File: config.mk
export PLATFORM = sky130hd
export DESIGN_NAME = i2c_data_buffer_and_own_address
export DESIGN_NICKNAME = d
export VERILOG_FILES = /design/src/design/i2c_data_buffer_and_own_address.v
export VERILOG_INCLUDE_DIRS = /design/src /design/src/design
export SDC_FILE = /design/constraint.sdc
export NUM_CORES = 1
export LEC_CHECK = 0
export BUFFER_PORTS_ARGS = -buffer_cell sky130_fd_sc_hd__buf_2
export CELL_PAD_IN_SITES_DETAIL_PLACEMENT = 1
export CELL_PAD_IN_SITES_GLOBAL_PLACEMENT = 1
export CORE_MARGIN = 1.5
export CORE_UTILIZATION = 35
export DETAILED_ROUTE_END_ITERATION = 10
export HOLD_SLACK_MARGIN = 0.05
export PLACE_DENSITY = 0.71
export SYNTH_ARGS = -nofsm -noshare
export SYNTH_HDL_FRONTEND = slang
export SYNTH_SLANG_ARGS = --single-unit
File: constraint.sdc
create_clock -name ref_clk -period 8.8 [get_ports ref_clk]
set_clock_uncertainty 0.15 [all_clocks]
set_input_delay 1.76 -clock ref_clk [delete_from_list [all_inputs] [get_ports ref_clk]]
set_output_delay 1.76 -clock ref_clk [all_outputs]
set_load 0.01 [all_outputs]
File: src/design/i2c_data_buffer_defs.vh
// Register offsets, field positions, reset values and codes for the data buffer block
`ifndef I2C_DATA_BUFFER_DEFS_VH
`define I2C_DATA_BUFFER_DEFS_VH

// Byte offsets on the register bus
`define OFF_CTRL 8'h00
`define OFF_DATA_OR_ADDR 8'h04
`define OFF_MODE_OR_ADDR2 8'h08
`define OFF_STATUS 8'h0C
`define OFF_IRQ_STATUS 8'h10
`define OFF_IRQ_MASK 8'h14

// Control register fields
`define CTRL_ENABLE 0
`define CTRL_TX_SEL 1
`define CTRL_MASTER 2

// Mode register fields
`define MODE_ORDER 7
`define MODE_BITS_HI 2
`define MODE_BITS_LO 0

// Status and interrupt bit positions
`define ST_TX_EMPTY 0
`define ST_RX_FULL 1
`define ST_ADDR_MATCH 2
`define ST_STOP 3

// Reset values
`define RST_CTRL 8'h00
`define RST_ADDR 8'h00
`define RST_MODE 8'h00
`define RST_DATA 8'h00
`define RST_IRQ 4'h0

// Format select codes {primary, secondary}
`define FMT_BOTH 2'b00
`define FMT_FIRST 2'b01
`define FMT_SECOND 2'b10
`define FMT_CLOCKED 2'b11

// Full frame length in data bits
`define FULL_FRAME 4'h8

`endif

File: src/design/i2c_data_buffer_and_own_address.v
// Two-wire serial data path: shift register, holding buffers, own address, APB registers
//
// What this block does
// [RL1] One 8-bit data port built from shift register and two holding buffers.
// [RL2] Transmit: frame end with full transmit buffer copies it to shift register.
// [RL3] Receive: frame end with free receive buffer copies shift register into it.
// [RL4] Software justifies short transmit data to MSB or LSB by bit order.
// [RL5] Software reads short received data from LSB or MSB side by bit order.
// [RL6] Data port is reachable only while the interface is enabled.
// [RL7] Data port content after reset is not defined by the device.
// [RL8] Empty flag sets on own start, tx select, buffer copy, rx-to-tx switch.
// [RL9] Empty flag clears on data write, stops, and throughout receive mode.
// [RL10] Full flag sets on copy into receive buffer, clears on data read; the code clears it only on reads in receive mode.
// [RL11] Flag changes feed the interrupt status and the interrupt line.
// [RL12] Own address holds seven address bits and a format bit, reset zero.
// [RL13] Address registers are reachable only while the interface is disabled.
// [RL14] Format bits select both, first, second address or clocked serial.
// [RL15] Shift MSB first when bit order is zero, LSB first when one.
// [RL16] Address registers and data/mode registers share locations by enable.
// [RL17] Slave compares received address with fields chosen by the format.
// [RL18] Buffer copies happen in the same cycle as the frame end.
//
// Added by the designer: the APB interface to the registers and the address map.
`timescale 1ns/1ns
`default_nettype none
`include "i2c_data_buffer_defs.vh"

module i2c_data_buffer_and_own_address
(
    input wire ref_clk,
    input wire rst_n,
    input wire psel,
    input wire penable,
    input wire pwrite,
    input wire [7:0] paddr,
    input wire [31:0] pwdata,
    output wire [31:0] prdata,
    output wire pready,
    output wire pslverr,
    input wire scl_in,
    input wire sda_in,
    output wire sda_out,
    output reg sda_oe,
    output wire irq
);

    // Synchronised bus lines and edge history
    reg scl_s1_ff, scl_s2_ff, scl_s3_ff;
    reg sda_s1_ff, sda_s2_ff, sda_s3_ff;
    reg [7:0] ctrl_ff, own_addr_ff, addr2_ff, mode_ff;
    reg [7:0] shift_ff, rx_buf_ff, tx_buf_ff;
    reg tx_empty_ff, rx_full_ff;
    reg [3:0] bit_cnt_ff;
    reg busy_ff, addr_frame_ff, matched_ff, fall_d_ff;
    reg [3:0] irq_st_ff, irq_mask_ff;
    reg tx_empty_d_ff, rx_full_d_ff;

    wire enable = ctrl_ff[`CTRL_ENABLE];
    wire tx_sel = ctrl_ff[`CTRL_TX_SEL];
    wire master = ctrl_ff[`CTRL_MASTER];
    wire lsb_first = mode_ff[`MODE_ORDER];
    wire [1:0] fmt = {own_addr_ff[0], addr2_ff[0]};
    wire clocked = (fmt == `FMT_CLOCKED);

    // Zero in the bit-count field means a full byte
    wire [3:0] data_bits = (mode_ff[`MODE_BITS_HI:`MODE_BITS_LO] == 3'h0) ? `FULL_FRAME :
        {1'b0, mode_ff[`MODE_BITS_HI:`MODE_BITS_LO]};
    wire [3:0] frame_len = clocked ? data_bits : data_bits + 4'h1;

    // Line events seen through the synchroniser
    wire scl_rise = scl_s2_ff & ~scl_s3_ff;
    wire scl_fall = ~scl_s2_ff & scl_s3_ff;
    wire start_det = scl_s2_ff & scl_s3_ff & ~sda_s2_ff & sda_s3_ff & ~clocked;
    wire stop_det = scl_s2_ff & scl_s3_ff & sda_s2_ff & ~sda_s3_ff & ~clocked;
    wire frame_end = busy_ff & scl_fall & (bit_cnt_ff == frame_len);
    wire ack_slot = ~clocked & (bit_cnt_ff == data_bits);

    // Address compare against the fields the format enables
    function addr_hit;
        input [1:0] f;
        input [6:0] rx;
        input [6:0] a1;
        input [6:0] a2;
        begin
            case (f)
                `FMT_BOTH: addr_hit = (rx == a1) | (rx == a2); // [RL14]
                `FMT_FIRST: addr_hit = (rx == a1); // [RL14]
                `FMT_SECOND: addr_hit = (rx == a2); // [RL14]
                default: addr_hit = 1'b0; // [RL14]
            endcase
        end
    endfunction

    wire rx_addr_ok = addr_hit(fmt, shift_ff[7:1], own_addr_ff[7:1], addr2_ff[7:1]); // [RL17]
    wire match_evt = frame_end & addr_frame_ff & ~master & rx_addr_ok;
    // Unaddressed slaves must not disturb the buffers
    wire active = master | clocked | matched_ff;
    // Address ack must use the live compare; the match flag only sets after the ack bit
    wire match_or_hold = rx_addr_ok & ~master; // [RL17]

    // APB decode; zero wait states
    wire acc = psel & penable;
    wire wr = acc & pwrite;
    wire rd = acc & ~pwrite;
    wire hit_ctrl = (paddr == `OFF_CTRL);
    wire hit_data = (paddr == `OFF_DATA_OR_ADDR);
    wire hit_mode = (paddr == `OFF_MODE_OR_ADDR2);
    wire hit_stat = (paddr == `OFF_STATUS);
    wire hit_ist = (paddr == `OFF_IRQ_STATUS);
    wire hit_imask = (paddr == `OFF_IRQ_MASK);
    wire mapped = hit_ctrl | hit_data | hit_mode | hit_stat | hit_ist | hit_imask;
    wire data_wr = wr & hit_data & enable; // [RL6] [RL16]
    wire data_rd = rd & hit_data & enable; // [RL6] [RL16]
    wire addr_wr = wr & hit_data & ~enable; // [RL13] [RL16]
    wire mode_wr = wr & hit_mode & enable; // [RL16]
    wire addr2_wr = wr & hit_mode & ~enable; // [RL13] [RL16]
    wire ctrl_wr = wr & hit_ctrl;
    wire tx_sel_rise = ctrl_wr & pwdata[`CTRL_TX_SEL] & ~tx_sel;

    assign pready = 1'b1;
    assign pslverr = psel & penable & ~mapped;

    reg [7:0] rdata;
    // Read mux; shared locations follow the enable bit
    always @*
    begin
        rdata = 8'h00;
        if (hit_ctrl)
            rdata = ctrl_ff;
        else if (hit_data)
            rdata = enable ? rx_buf_ff : own_addr_ff; // [RL16]
        else if (hit_mode)
            rdata = enable ? mode_ff : addr2_ff; // [RL16]
        else if (hit_stat)
            rdata = {4'h0, irq_st_ff[3] & 1'b0, matched_ff, rx_full_ff, tx_empty_ff};
        else if (hit_ist)
            rdata = {4'h0, irq_st_ff};
        else if (hit_imask)
            rdata = {4'h0, irq_mask_ff};
    end
    assign prdata = rd ? {24'h000000, rdata} : 32'h00000000;

    // Two-stage synchronisers plus one stage of edge history
    always @(posedge ref_clk or negedge rst_n)
    begin
        if (!rst_n)
        begin
            scl_s1_ff <= 1'b1;
            scl_s2_ff <= 1'b1;
            scl_s3_ff <= 1'b1;
            sda_s1_ff <= 1'b1;
            sda_s2_ff <= 1'b1;
            sda_s3_ff <= 1'b1;
        end
        else
        begin
            scl_s1_ff <= scl_in;
            scl_s2_ff <= scl_s1_ff;
            scl_s3_ff <= scl_s2_ff;
            sda_s1_ff <= sda_in;
            sda_s2_ff <= sda_s1_ff;
            sda_s3_ff <= sda_s2_ff;
        end
    end

    // Software registers; own address fields reset to zero
    always @(posedge ref_clk or negedge rst_n)
    begin
        if (!rst_n)
        begin
            ctrl_ff <= `RST_CTRL;
            own_addr_ff <= `RST_ADDR; // [RL12]
            addr2_ff <= `RST_ADDR; // [RL12]
            mode_ff <= `RST_MODE;
            irq_mask_ff <= `RST_IRQ;
        end
        else
        begin
            if (ctrl_wr)
                ctrl_ff <= {5'h00, pwdata[2:0]};
            if (addr_wr)
                own_addr_ff <= pwdata[7:0]; // [RL12]
            if (addr2_wr)
                addr2_ff <= pwdata[7:0];
            if (mode_wr)
                mode_ff <= pwdata[7:0];
            if (wr & hit_imask)
                irq_mask_ff <= pwdata[3:0];
        end
    end

    // Frame tracking: bit count, address phase and match state
    always @(posedge ref_clk or negedge rst_n)
    begin
        if (!rst_n)
        begin
            bit_cnt_ff <= 4'h0;
            busy_ff <= 1'b0;
            addr_frame_ff <= 1'b0;
            matched_ff <= 1'b0;
        end
        else if (start_det)
        begin
            bit_cnt_ff <= 4'h0;
            busy_ff <= 1'b1;
            addr_frame_ff <= 1'b1;
            matched_ff <= 1'b0;
        end
        else if (stop_det)
        begin
            busy_ff <= 1'b0;
            matched_ff <= 1'b0;
        end
        else
        begin
            // Clocked format has no start, so any clock marks activity
            if (clocked & scl_fall)
                busy_ff <= 1'b1;
            if (frame_end)
            begin
                bit_cnt_ff <= 4'h0;
                addr_frame_ff <= 1'b0;
            end
            else if (scl_rise)
                bit_cnt_ff <= bit_cnt_ff + 4'h1;
            if (match_evt)
                matched_ff <= 1'b1; // [RL17]
        end
    end

    // Shift register and holding buffers move together with the flags
    always @(posedge ref_clk or negedge rst_n)
    begin
        if (!rst_n)
        begin
            shift_ff <= `RST_DATA; // [RL7]
            rx_buf_ff <= `RST_DATA; // [RL7]
            tx_buf_ff <= `RST_DATA; // [RL7]
            tx_empty_ff <= 1'b0;
            rx_full_ff <= 1'b0;
        end
        else
        begin
            if (data_wr)
                tx_buf_ff <= pwdata[7:0]; // [RL1]
            // Data bits shift on the rising clock; the ack bit does not
            if (scl_rise & ~ack_slot & (bit_cnt_ff < data_bits))
                shift_ff <= lsb_first ? {sda_s2_ff, shift_ff[7:1]} :
                    {shift_ff[6:0], sda_s2_ff}; // [RL15]
            // Transmit copy at frame end, or at our own start
            if (tx_sel & ~tx_empty_ff & active & (frame_end | (start_det & master)))
                shift_ff <= tx_buf_ff; // [RL2] [RL18]
            // Receive copy only into a free buffer
            if (~tx_sel & ~rx_full_ff & active & frame_end)
                rx_buf_ff <= shift_ff; // [RL3] [RL18]

            // Empty flag; sets win over clears within transmit mode
            if (~tx_sel & ~tx_sel_rise)
                tx_empty_ff <= 1'b0; // [RL9]
            else if ((start_det & master & tx_sel) // [RL8]
                || (tx_sel_rise & clocked) // [RL8]
                || (tx_sel & ~tx_empty_ff & active & frame_end) // [RL8] [RL18]
                || (tx_sel_rise & busy_ff)) // [RL8]
                tx_empty_ff <= 1'b1;
            else if (data_wr | (stop_det & master) | stop_det)
                tx_empty_ff <= 1'b0; // [RL9]

            // Full flag; a copy in the read cycle keeps it set
            if (~tx_sel & ~rx_full_ff & active & frame_end)
                rx_full_ff <= 1'b1; // [RL10]
            else if (data_rd & ~tx_sel)
                rx_full_ff <= 1'b0; // [RL10]
        end
    end

    // Drive data one cycle after the clock falls so a fresh load is seen
    assign sda_out = 1'b0;
    always @(posedge ref_clk or negedge rst_n)
    begin
        if (!rst_n)
        begin
            fall_d_ff <= 1'b0;
            sda_oe <= 1'b0;
        end
        else
        begin
            fall_d_ff <= scl_fall;
            if (start_det | stop_det)
                sda_oe <= 1'b0;
            else if (fall_d_ff)
            begin
                if (ack_slot)
                    sda_oe <= ~tx_sel & (active | (addr_frame_ff & match_or_hold));
                else if (tx_sel & active & ~addr_frame_ff | tx_sel & master)
                    sda_oe <= lsb_first ? ~shift_ff[0] : ~shift_ff[7]; // [RL15]
                else
                    sda_oe <= 1'b0;
            end
        end
    end
    // Sticky interrupt status; set wins over write-one-to-clear
    wire [3:0] irq_set = {stop_det, match_evt, rx_full_ff & ~rx_full_d_ff,
        tx_empty_ff & ~tx_empty_d_ff};
    wire [3:0] irq_clr = (wr & hit_ist) ? pwdata[3:0] : 4'h0;
    always @(posedge ref_clk or negedge rst_n)
    begin
        if (!rst_n)
        begin
            irq_st_ff <= `RST_IRQ;
            tx_empty_d_ff <= 1'b0;
            rx_full_d_ff <= 1'b0;
        end
        else
        begin
            tx_empty_d_ff <= tx_empty_ff;
            rx_full_d_ff <= rx_full_ff;
            irq_st_ff <= (irq_st_ff & ~irq_clr) | irq_set; // [RL11]
        end
    end
    assign irq = |(irq_st_ff & irq_mask_ff); // [RL11]

endmodule

`default_nettype wire

# [Word-level counts from Yosys, hierarchy flattened]
# Cells that the tools add are included.
[op_classes] addsub=2 magnitude_cmp=1 n_eq_ne=13 muxes=39 bitwise=94 n_reduce_logical=17
[op_table] operator="$mux 8" count=9
[op_table] operator="$and 1x1->1" count=57
[op_table] operator="$mux 4" count=10
[op_table] operator="$mux 1" count=19
[op_table] operator="$not 1->1" count=19
[op_table] operator="$eq 8x4->1 const B" count=2
[op_table] operator="$eq 8x5->1 const B" count=2
[op_table] operator="$eq 7x7->1" count=2
[op_table] operator="$or 1x1->1" count=14
[op_table] operator="$reduce_bool 3->1" count=4
[op_table] operator="$add 4x1->4 const B" count=2
[op_table] operator="$and 4x4->4" count=2
[op_table] operator="$eq 4x4->1" count=2
[op_table] operator="$eq 8x3->1 const B" count=1
[op_table] operator="$logic_not 8->1" count=1
[op_table] operator="$reduce_bool 2->1" count=4
[op_table] operator="$eq 2x2->1 const B" count=2
[op_table] operator="$lt 4x4->1" count=1
[op_table] operator="$not 4->4" count=1
[op_table] operator="$or 4x4->4" count=1
[op_table] operator="$reduce_and 2->1" count=2
[op_table] operator="$reduce_or 4->1" count=1
[op_table] operator="$logic_not 3->1" count=1
[op_table] operator="$logic_or 1x1->1" count=3
[op_table] operator="4 further kinds" count=4
[word_totals] register_bits=78 in_bits=47 output_inout_bits=37

# [Longest topological paths before layout]
# Gate-level depths: netlist of the first run.
[depth] ltp_word=12 mapped_depth=10 depth_no_buf=8

# [Worst setup path after synthesis of the first run]
# OpenSTA, ideal clock, no wires.
[synth_timing] path_kind="input port to output port" startpoint="input port paddr[6]" endpoint="output port prdata[6]" t_arrival_ns=3.260 slack_ns=3.630 stages=5 n_path_buf=0 path_cell_list="or4_4 nor3_1 nand3b_1 mux4_2 nor2b_1"
[synth_via] elab_chain_len=5 word_cells_on_any_way=7 cone_classes="2 x eq/ne; 4 x mux; 1 x reduce/logical"
[synth_rtl] element="from (decl)" line="i2c_data_buffer_and_own_address.v:35" source="input wire [7:0] paddr,"
[synth_rtl] element="$eq 8x4->1 (no source line)"
[synth_rtl] element="$mux 8" line="i2c_data_buffer_and_own_address.v:132" source="else if (hit_mode)"
[synth_rtl] element="$mux 8" line="i2c_data_buffer_and_own_address.v:130" source="else if (hit_data)"
[synth_rtl] element="$mux 8 *" line="i2c_data_buffer_and_own_address.v:128" source="if (hit_ctrl)"
[synth_rtl] element="$mux 8 *" line="i2c_data_buffer_and_own_address.v:141" source="assign prdata = rd ? {24'h000000, rdata} : 32'h00000000;"
[synth_rtl] element="to (decl)" line="i2c_data_buffer_and_own_address.v:37" source="output wire [31:0] prdata,"
# Every way passes the cells marked *; elsewhere a longest branch is shown, timed or not.

# [Final worst setup path of the first run]
[layout_timing] startpoint="input port paddr[6]" endpoint="output port prdata[7]"
# Same word-level chain as after synthesis.

==> qor.csv, run 1 <==
metric;value;unit
Post-synth EDFFs;0;
width of the die;114;µm
library cells used by synthesis;57;
I/O Pins;84;
XOR/XNOR share of the synthesized area;0.0465;
number of fill cells;1350;
largest net degree at the start of global routing;79;
met2 WL;5020;µm
Compound-Gate Fraction of Synth Area;0.0800;
crit path kind;in -> out;
ratio of cells with drive above 1 in the final layout;0.298;
CP startpoint;paddr[6];
commonest non-fill, non-tap cell in the layout;dfrtp_1;
Die Area;13100;µm²
critical path startpoint category;primary input;
synthesized cell area;4330;µm²
Residual DRC;0;
Post-DP HPWL;7320;µm
worst hold slack;207;ps
CTS clk-pin slew, worst paths;60;ps
post-DR vias/cell;4.98;
Met1 Wirelength;4790;µm
postcts setup bufs;0;
drt total wl;10200;µm
Post-DP Area;4560;µm²
RSZ-0062 raised after global routing;false;
Rel. slew slack;0.339;
Antenna diodes;0;
warnings from Yosys;0;
commonest cells after routing, fill and taps aside;dfrtp_1, mux2_2, buf_2, conb_1, nor2_1;
# hold bufs at CTS;0;
FP Rows;40;
reg-to-reg setup timing slack;5850;ps
Top Metal Used;met4;
Req. time, crit path;6890;ps
leak pwr;2.18;nW
worst r2r src;addr2_ff[0];
initial antenna violation count;0;
CTS max path bufs;2;
Port Buffers;33;
All-Layer GR Usage;0.167;
Seq cells post-synth;78;
CP Capture Point;prdata[7];
H-tree depth;3;
Vert. Die Dim;114;µm
fin area;4830;µm²
fin crit period;5790;ps
dpl cells;572;
post-synthesis mux area share;0.205;
area added between synthesis and finish;11.5;%
Main synth FF type;dfrtp_1;
PostCTS Resize Cnt;0;
DR WL met3;360;µm
vias;2931;
Fin Setup TNS;0;ps
CTS buffer count;9;
antenna viol nets, final;0;
CP max FO;5;
ys async rst share;1.00;
number of global-route vias before repair;3005;
largest family of logic cells by synthesized area;multiplexers;
Final period util;0.658;
PwrDens;195;nW/µm²
GP Congestion;0.811;
Critical Path End Type;output pin;
critical path arrival;3880;ps
Root Buffer;clkbuf_16;
Hold Vio Cnt, Final;0;
drt initial violations;138;
Mapped Avg Cell Area;11.3;µm²
Least-Margin Pin Slew;992;ps
TritonCTS clock tree;done;
Initial Utilization;0.359;
Max VDD drop;110;µV
R2R depth;6;
Nets;466;
max-slew violation count;0;
drt wl/cell;17.4;µm
synthesized instance count;385;
Final setup viols;0;
area share of fa/ha/maj cells after synthesis;0.0115;
simple-gate share of the synthesized area;0.138;
outcome;finished clean;
Detailed Routing Iterations Pass 1;4;
Hold Crit Class;reg -> reg;
global-route wire length before repair;16500;µm
Core Area;12100;µm²
Max Clk Rate;173;MHz
Final Non-Filler Cells;588;
gr ovfl total;0;
Worst R2R End;rx_buf_ff[5];
Seq/Total Area, Yosys;0.452;
# clock sinks;78;
max-cap check violation count;0;
worst-skew pair later-pin latency;340;ps
-- worst max-delay path, stage by stage --
cell,delay [ps]
buf_2,100
or4_4,540
nor3_1,380
nand3b_1,380
mux4_2,390
nor2b_1,170
buf_2,150
-- flip-flops by register name, indices dropped and copies added, names as in the netlist, 3 cells and up --
register and flops:
ctrl_ff 3, bit_cnt_ff 4, mode_ff 8, own_addr_ff 8, addr2_ff 8, irq_st_ff 4
irq_mask_ff 4, tx_buf_ff 8, shift_ff 8, rx_buf_ff 8
-- per-layer routing --
| layer | track usage | up-vias |
|---|---|---|
| li1 | - | 1381 |
| met1 | 0.222 | 1480 |
| met2 | 0.277 | 66 |
| met3 | 0.0455 | 4 |
| met4 | 0.0333 | 0 |
| met5 | 0 | - |
-- layout make-up --
type | count | area [µm²] | area share
clock buffer | 13 | 250 | 0.0518
sequential | 78 | 1960 | 0.405
timing repair buffer | 34 | 175 | 0.0362
clock inverter | 3 | 21.3 | 0.00440
inverter | 9 | 33.8 | 0.00699
tap | 168 | 210 | 0.0435
multi-input combinational | 283 | 2180 | 0.452
-- synthesized netlist by cell type, types with 5 or more instances --
cell type,number,area share
nor2_1,25,0.022
clkbuf_1,8,0.0069
a21oi_1,19,0.022
inv_1,9,0.0078
o21ai_0,9,0.010
xor2_1,16,0.032
nor2b_1,8,0.012
buf_4,26,0.045
dfstp_2,6,0.036
nor3_1,8,0.0092
nand2_1,23,0.020
dfrtp_1,72,0.42
mux2_2,55,0.14
xnor2_1,7,0.014
nand3_1,5,0.0058
mux2i_1,18,0.042
nand2b_1,6,0.0087
-- per-stage QoR --
step | setup slack, ps | utilization | power [mW]
finish | 3010 | 0.401 | 0.942
global route | 2970 | 0.401 | 0.989
CTS | 3060 | 0.401 | 0.954
detailed placement | 3080 | 0.378 | 0.603
global placement | 3080 | 0.378 | 0.594
floorplan | 3630 | - | 0.554
-- logic make-up after synthesis --
logic type / count (synthesis)
buffers and inverters: 48
and+or+nand+nor: 100
DFF: 78
other: 2
muxes: 77
xor gates and xnor gates: 23
AOI/OAI and AO/OA: 53
adders and majority gates: 4
-- power breakdown --
| part | leakage, nW | total, mW | internal (mW) | switching [mW] |
|---|---|---|---|---|
| logic | 1.05 | 0.157 | 0.0726 | 0.0848 |
| clock network | 0.130 | 0.345 | 0.199 | 0.146 |
| registers | 1.00 | 0.440 | 0.389 | 0.0506 |
-- worst min path at each step --
stage	startpoint	endpoint	slack, ps	cells after the start
floorplan	scl_s1_ff	scl_s2_ff	200	0
global placement	scl_s1_ff	scl_s2_ff	200	0
detailed placement	scl_s1_ff	scl_s2_ff	200	0
CTS	scl_s1_ff	scl_s2_ff	210	0
global route	scl_s1_ff	scl_s2_ff	210	0
finish	scl_s1_ff	scl_s2_ff	210	0
Note: power is estimated with default switching activity, not from simulation.
==> inputs of run 2 (changes only) <==
PLACE_DENSITY = 0.74   (was 0.71)
clock period = 4.8 ns   (was 8.8 ns; I/O delays follow)
==> run 2 against run 1 <==
Compared with the run above:
- clock power rose by 100%
- die area stayed put
- non-clock buffer count unchanged
- critical path depth unchanged
- highest routed layer unchanged
==> qor.csv, run 2 (synthesis results as in run 1) <==
metric;value;unit
outcome;finished clean;
drt initial violations;106;
Rel. slew slack;0.341;
post-DR vias/cell;5.04;
fin area;4870;µm²
Final setup viols;0;
number of global-route vias before repair;3109;
commonest non-fill, non-tap cell in the layout;dfrtp_1;
Port Buffers;33;
Req. time, crit path;3690;ps
Max Clk Rate;242;MHz
All-Layer GR Usage;0.174;
I/O Pins;84;
Residual DRC;0;
Antenna diodes;0;
Hold Crit Class;reg -> reg;
PwrDens;368;nW/µm²
TritonCTS clock tree;done;
Final period util;0.862;
# clock sinks;78;
crit path kind;in -> out;
Root Buffer;clkbuf_16;
Fin Setup TNS;0;ps
antenna viol nets, final;0;
Critical Path End Type;output pin;
Post-DP HPWL;7290;µm
CTS buffer count;9;
initial antenna violation count;0;
Hold Vio Cnt, Final;0;
RSZ-0062 raised after global routing;false;
GP Congestion;0.774;
Post-DP Area;4560;µm²
# hold bufs at CTS;0;
ratio of cells with drive above 1 in the final layout;0.305;
global-route wire length before repair;17100;µm
Initial Utilization;0.359;
gr ovfl total;0;
Vert. Die Dim;114;µm
drt wl/cell;17.7;µm
Die Area;13100;µm²
fin crit period;4140;ps
FP Rows;40;
CTS max path bufs;2;
vias;2961;
leak pwr;2.19;nW
Nets;466;
worst-skew pair later-pin latency;340;ps
drt total wl;10400;µm
postcts setup bufs;0;
Total Power;1.79;mW
Least-Margin Pin Slew;988;ps
Detailed Routing Iterations Pass 1;4;
largest net degree at the start of global routing;79;
critical path arrival;3030;ps
H-tree depth;3;
PostCTS Resize Cnt;0;
width of the die;114;µm
CP max FO;5;
Max VDD drop;176;µV
commonest cells after routing, fill and taps aside;dfrtp_1, mux2_2, buf_2, conb_1, nor2_1;
Core Area;12100;µm²
critical path startpoint category;primary input;
CTS clk-pin slew, worst paths;60;ps
max-slew violation count;0;
number of fill cells;1361;
max-cap check violation count;0;
area added between synthesis and finish;12.3;%
run 2: worst max-delay path, cell delays in order:
cell and delay, ps:
buf_2 100, or4_4 550, nor3_1 380, nand3b_1 350
mux4_2 370, nor2b_1 160, buf_2 150
run 2: layout make-up:
cell class	count	area (µm²)	share of cell area
Multi-Input combinational cell	283	2180	0.449
Timing Repair Buffer	34	175	0.0360
Clock buffer	9	225	0.0463
Sequential cell	78	1960	0.403
Inverter	9	33.8	0.00694
Tap cell	168	210	0.0432
Clock inverter	7	78.8	0.0162
run 2: report_power, final:
| part | internal [mW] | total, mW | switching [mW] |
|---|---|---|---|
| sequential | 0.713 | 0.804 | 0.0917 |
| clock | 0.408 | 0.696 | 0.288 |
| combinational | 0.133 | 0.291 | 0.158 |
| total | 1.25 | 1.79 | 0.538 |
run 2: worst paths after layout:
| kind | from | end | slack [ps] | cells after the start |
|---|---|---|---|---|
| worst max-delay path | paddr[6] | prdata[7] | 660 | 7 |
| worst min-delay path | scl_s1_ff | scl_s2_ff | 210 | 0 |
| worst max register to register | addr2_ff[0] | rx_buf_ff[1] | 1800 | 6 |
| worst min register to register | scl_s1_ff | scl_s2_ff | 210 | 0 |
| max in group asynchronous | rst_n | bit_cnt_ff[0] | 3220 | 1 |
| min in group asynchronous | rst_n | mode_ff[5] | 610 | 1 |
run 2: layer usage:
metal  global-route usage  wire length [µm]  up-vias
met3               0.0318               279       11
met5                    0                 0        -
met1                0.225              4700     1506
met2                0.297              5280       62
li1                     -                 -     1382
met4               0.0575               146        0
run 2: metrics by stage:
| step | setup slack (ps) | hold WS, ps | instances | util |
|---|---|---|---|---|
| final | 661 | 205 | 588 | 0.403 |
| after global routing | 502 | 212 | 588 | 0.403 |
| after CTS | 651 | 207 | 588 | 0.403 |
| after detailed placement | 669 | 197 | 572 | 0.378 |
| after global placement | 661 | 197 | 572 | 0.378 |
| after floorplan | 1230 | 195 | 409 | - |
==> inputs of run 3 (changes only) <==
CTS_CLUSTER_SIZE = 40   (was not set)
MAX_ROUTING_LAYER = met4   (was not set)
==> run 3 against run 2 <==
Compared with the run above:
- count of clock-buffer cells in the layout unchanged
- critical path type unchanged
- wire length up 0.27%
- global-route usage up 0.52 points
- largest cell class unchanged
==> qor.csv, run 3 (synthesis results as in run 1) <==
metric;value;unit
number of global-route vias before repair;3098;
ratio of cells with drive above 1 in the final layout;0.305;
critical path arrival;3030;ps
Switching Power;0.539;mW
Fin Setup TNS;0;ps
met2 WL;5280;µm
CTS clk-pin slew, worst paths;60;ps
Final setup viols;0;
dpl cells;572;
Detailed Routing Iterations Pass 1;4;
critical path's most frequent cell;buf_2;
Seq pwr share;0.449;
drt total wl;10400;µm
Hold Path Depth;0;
number of fill cells;1361;
drt wl/cell;17.7;µm
Hold Crit Class;reg -> reg;
TritonCTS clock tree;done;
Final period util;0.862;
Final Non-Filler Cells;588;
# clock sinks;78;
worst-path cell chain;buf_2 -> or4_4 -> nor3_1 -> nand3b_1 -> mux4_2 -> nor2b_1 -> buf_2;
RSZ-0062 raised after global routing;false;
share of total power in the clock network;0.389;
global-route wire length before repair;17100;µm
largest net degree at the start of global routing;79;
Antenna diodes;0;
fin crit period;4140;ps
initial antenna violation count;0;
max-cap check violation count;0;
Initial Utilization;0.359;
Sw Share;0.301;
commonest cells after routing, fill and taps aside;dfrtp_1, mux2_2, buf_2, conb_1, nor2_1;
CTS max path bufs;2;
Residual DRC;0;
I/O Pins;84;
Int Pwr;1.25;mW
# hold bufs at CTS;0;
Vert. Die Dim;114;µm
PostCTS Resize Cnt;0;
CTS buffer count;9;
CP max FO;5;
worst r2r src;addr2_ff[0];
critical path startpoint category;primary input;
Die Area;13100;µm²
Critical Path End Type;output pin;
GP Congestion;0.784;
Top Metal Used;met4;
Nets;466;
drt initial violations;133;
Max stage delay on crit path;550;ps
Crit-path slowest cell;or4_4;
Seq. cell area;1960;µm²
PwrDens;369;nW/µm²
postcts setup bufs;0;
multi-input gate area in the final layout;2180;µm²
min-delay src;scl_s1_ff;
H-tree depth;3;
FP Rows;40;
worst hold slack;205;ps
DR WL met3;273;µm
hold worst-path end;scl_s2_ff;
commonest non-fill, non-tap cell in the layout;dfrtp_1;
R2R depth;6;
Req. time, crit path;3690;ps
Max Clk Rate;242;MHz
area added between synthesis and finish;12.3;%
Worst R2R End;rx_buf_ff[1];
crit path kind;in -> out;
reg-to-reg setup timing slack;1790;ps
worst-skew pair later-pin latency;340;ps
Port Buffers;33;
vias;2965;
cell family with most CP delay;simple AND/OR/NAND/NOR gates;
Hold Vio Cnt, Final;0;
Post-DP HPWL;7290;µm
max-slew violation count;0;
All-Layer GR Usage;0.180;
Least-Margin Pin Slew;992;ps
Met1 Wirelength;4740;µm
Util after Layout;0.403;
width of the die;114;µm
Rel. slew slack;0.339;
gr ovfl total;0;
antenna viol nets, final;0;
outcome;finished clean;
leak pwr;2.19;nW
Max VDD drop;177;µV
post-DR vias/cell;5.04;
number of buffers and inverters on the critical path;2;
combinational share of power;0.162;
Core Area;12100;µm²
Root Buffer;clkbuf_16;
[run 3: cell counts in the layout (fill, tap and decap cells not counted)]
No cell type changed its count.
[run 3: per-stage QoR]
| stage | worst slack (ps) | cell area, µm² | power (mW) |
|---|---|---|---|
| after floorplan | 1230 | 4420 | 1.02 |
| after global placement | 661 | 4560 | 1.09 |
| after detailed placement | 669 | 4560 | 1.11 |
| after CTS | 651 | 4870 | 1.81 |
| after global routing | 502 | 4870 | 1.89 |
| final | 664 | 4870 | 1.79 |
[run 3: power groups by stage]
stage / registers (mW) / logic, mW / clock network (mW)
after CTS: 0.807 / 0.295 / 0.711
after global routing: 0.816 / 0.329 / 0.741
after detailed placement: 0.817 / 0.289 / 0
final: 0.804 / 0.291 / 0.698
after floorplan: 0.783 / 0.234 / 0
after global placement: 0.812 / 0.274 / 0
[run 3: cell type report]
cell class	instances	area share
Multi-Input combinational cell	283	0.449
Sequential cell	78	0.403
Clock buffer	9	0.0463
Tap cell	168	0.0432
Timing Repair Buffer	34	0.0360
Clock inverter	7	0.0162
Inverter	9	0.00694
[run 3: worst max path at each step]
stage / cells after the start / slack, ps / endpoint / from
floorplan: 5 / 1230 / prdata[6] / paddr[6]
global placement: 7 / 660 / prdata[7] / paddr[6]
detailed placement: 7 / 670 / prdata[7] / paddr[6]
CTS: 7 / 650 / prdata[7] / paddr[6]
global route: 7 / 500 / prdata[7] / paddr[6]
finish: 7 / 660 / prdata[7] / paddr[6]
[run 3: worst register-to-register path, cell delays in order, from the launching register on]
cell and delay (ps):
dfrtp_1 450, and2_1 290, o31a_1 330, xnor2_1 160, nor4_4 330, nor4b_4 760, mux2_2 420
[run 3: metal layers]
layer | up-vias | track usage
met2 | 64 | 0.296
met4 | 0 | 0.0575
li1 | 1381 | -
met5 | - | -
met3 | 11 | 0.0318
met1 | 1509 | 0.226
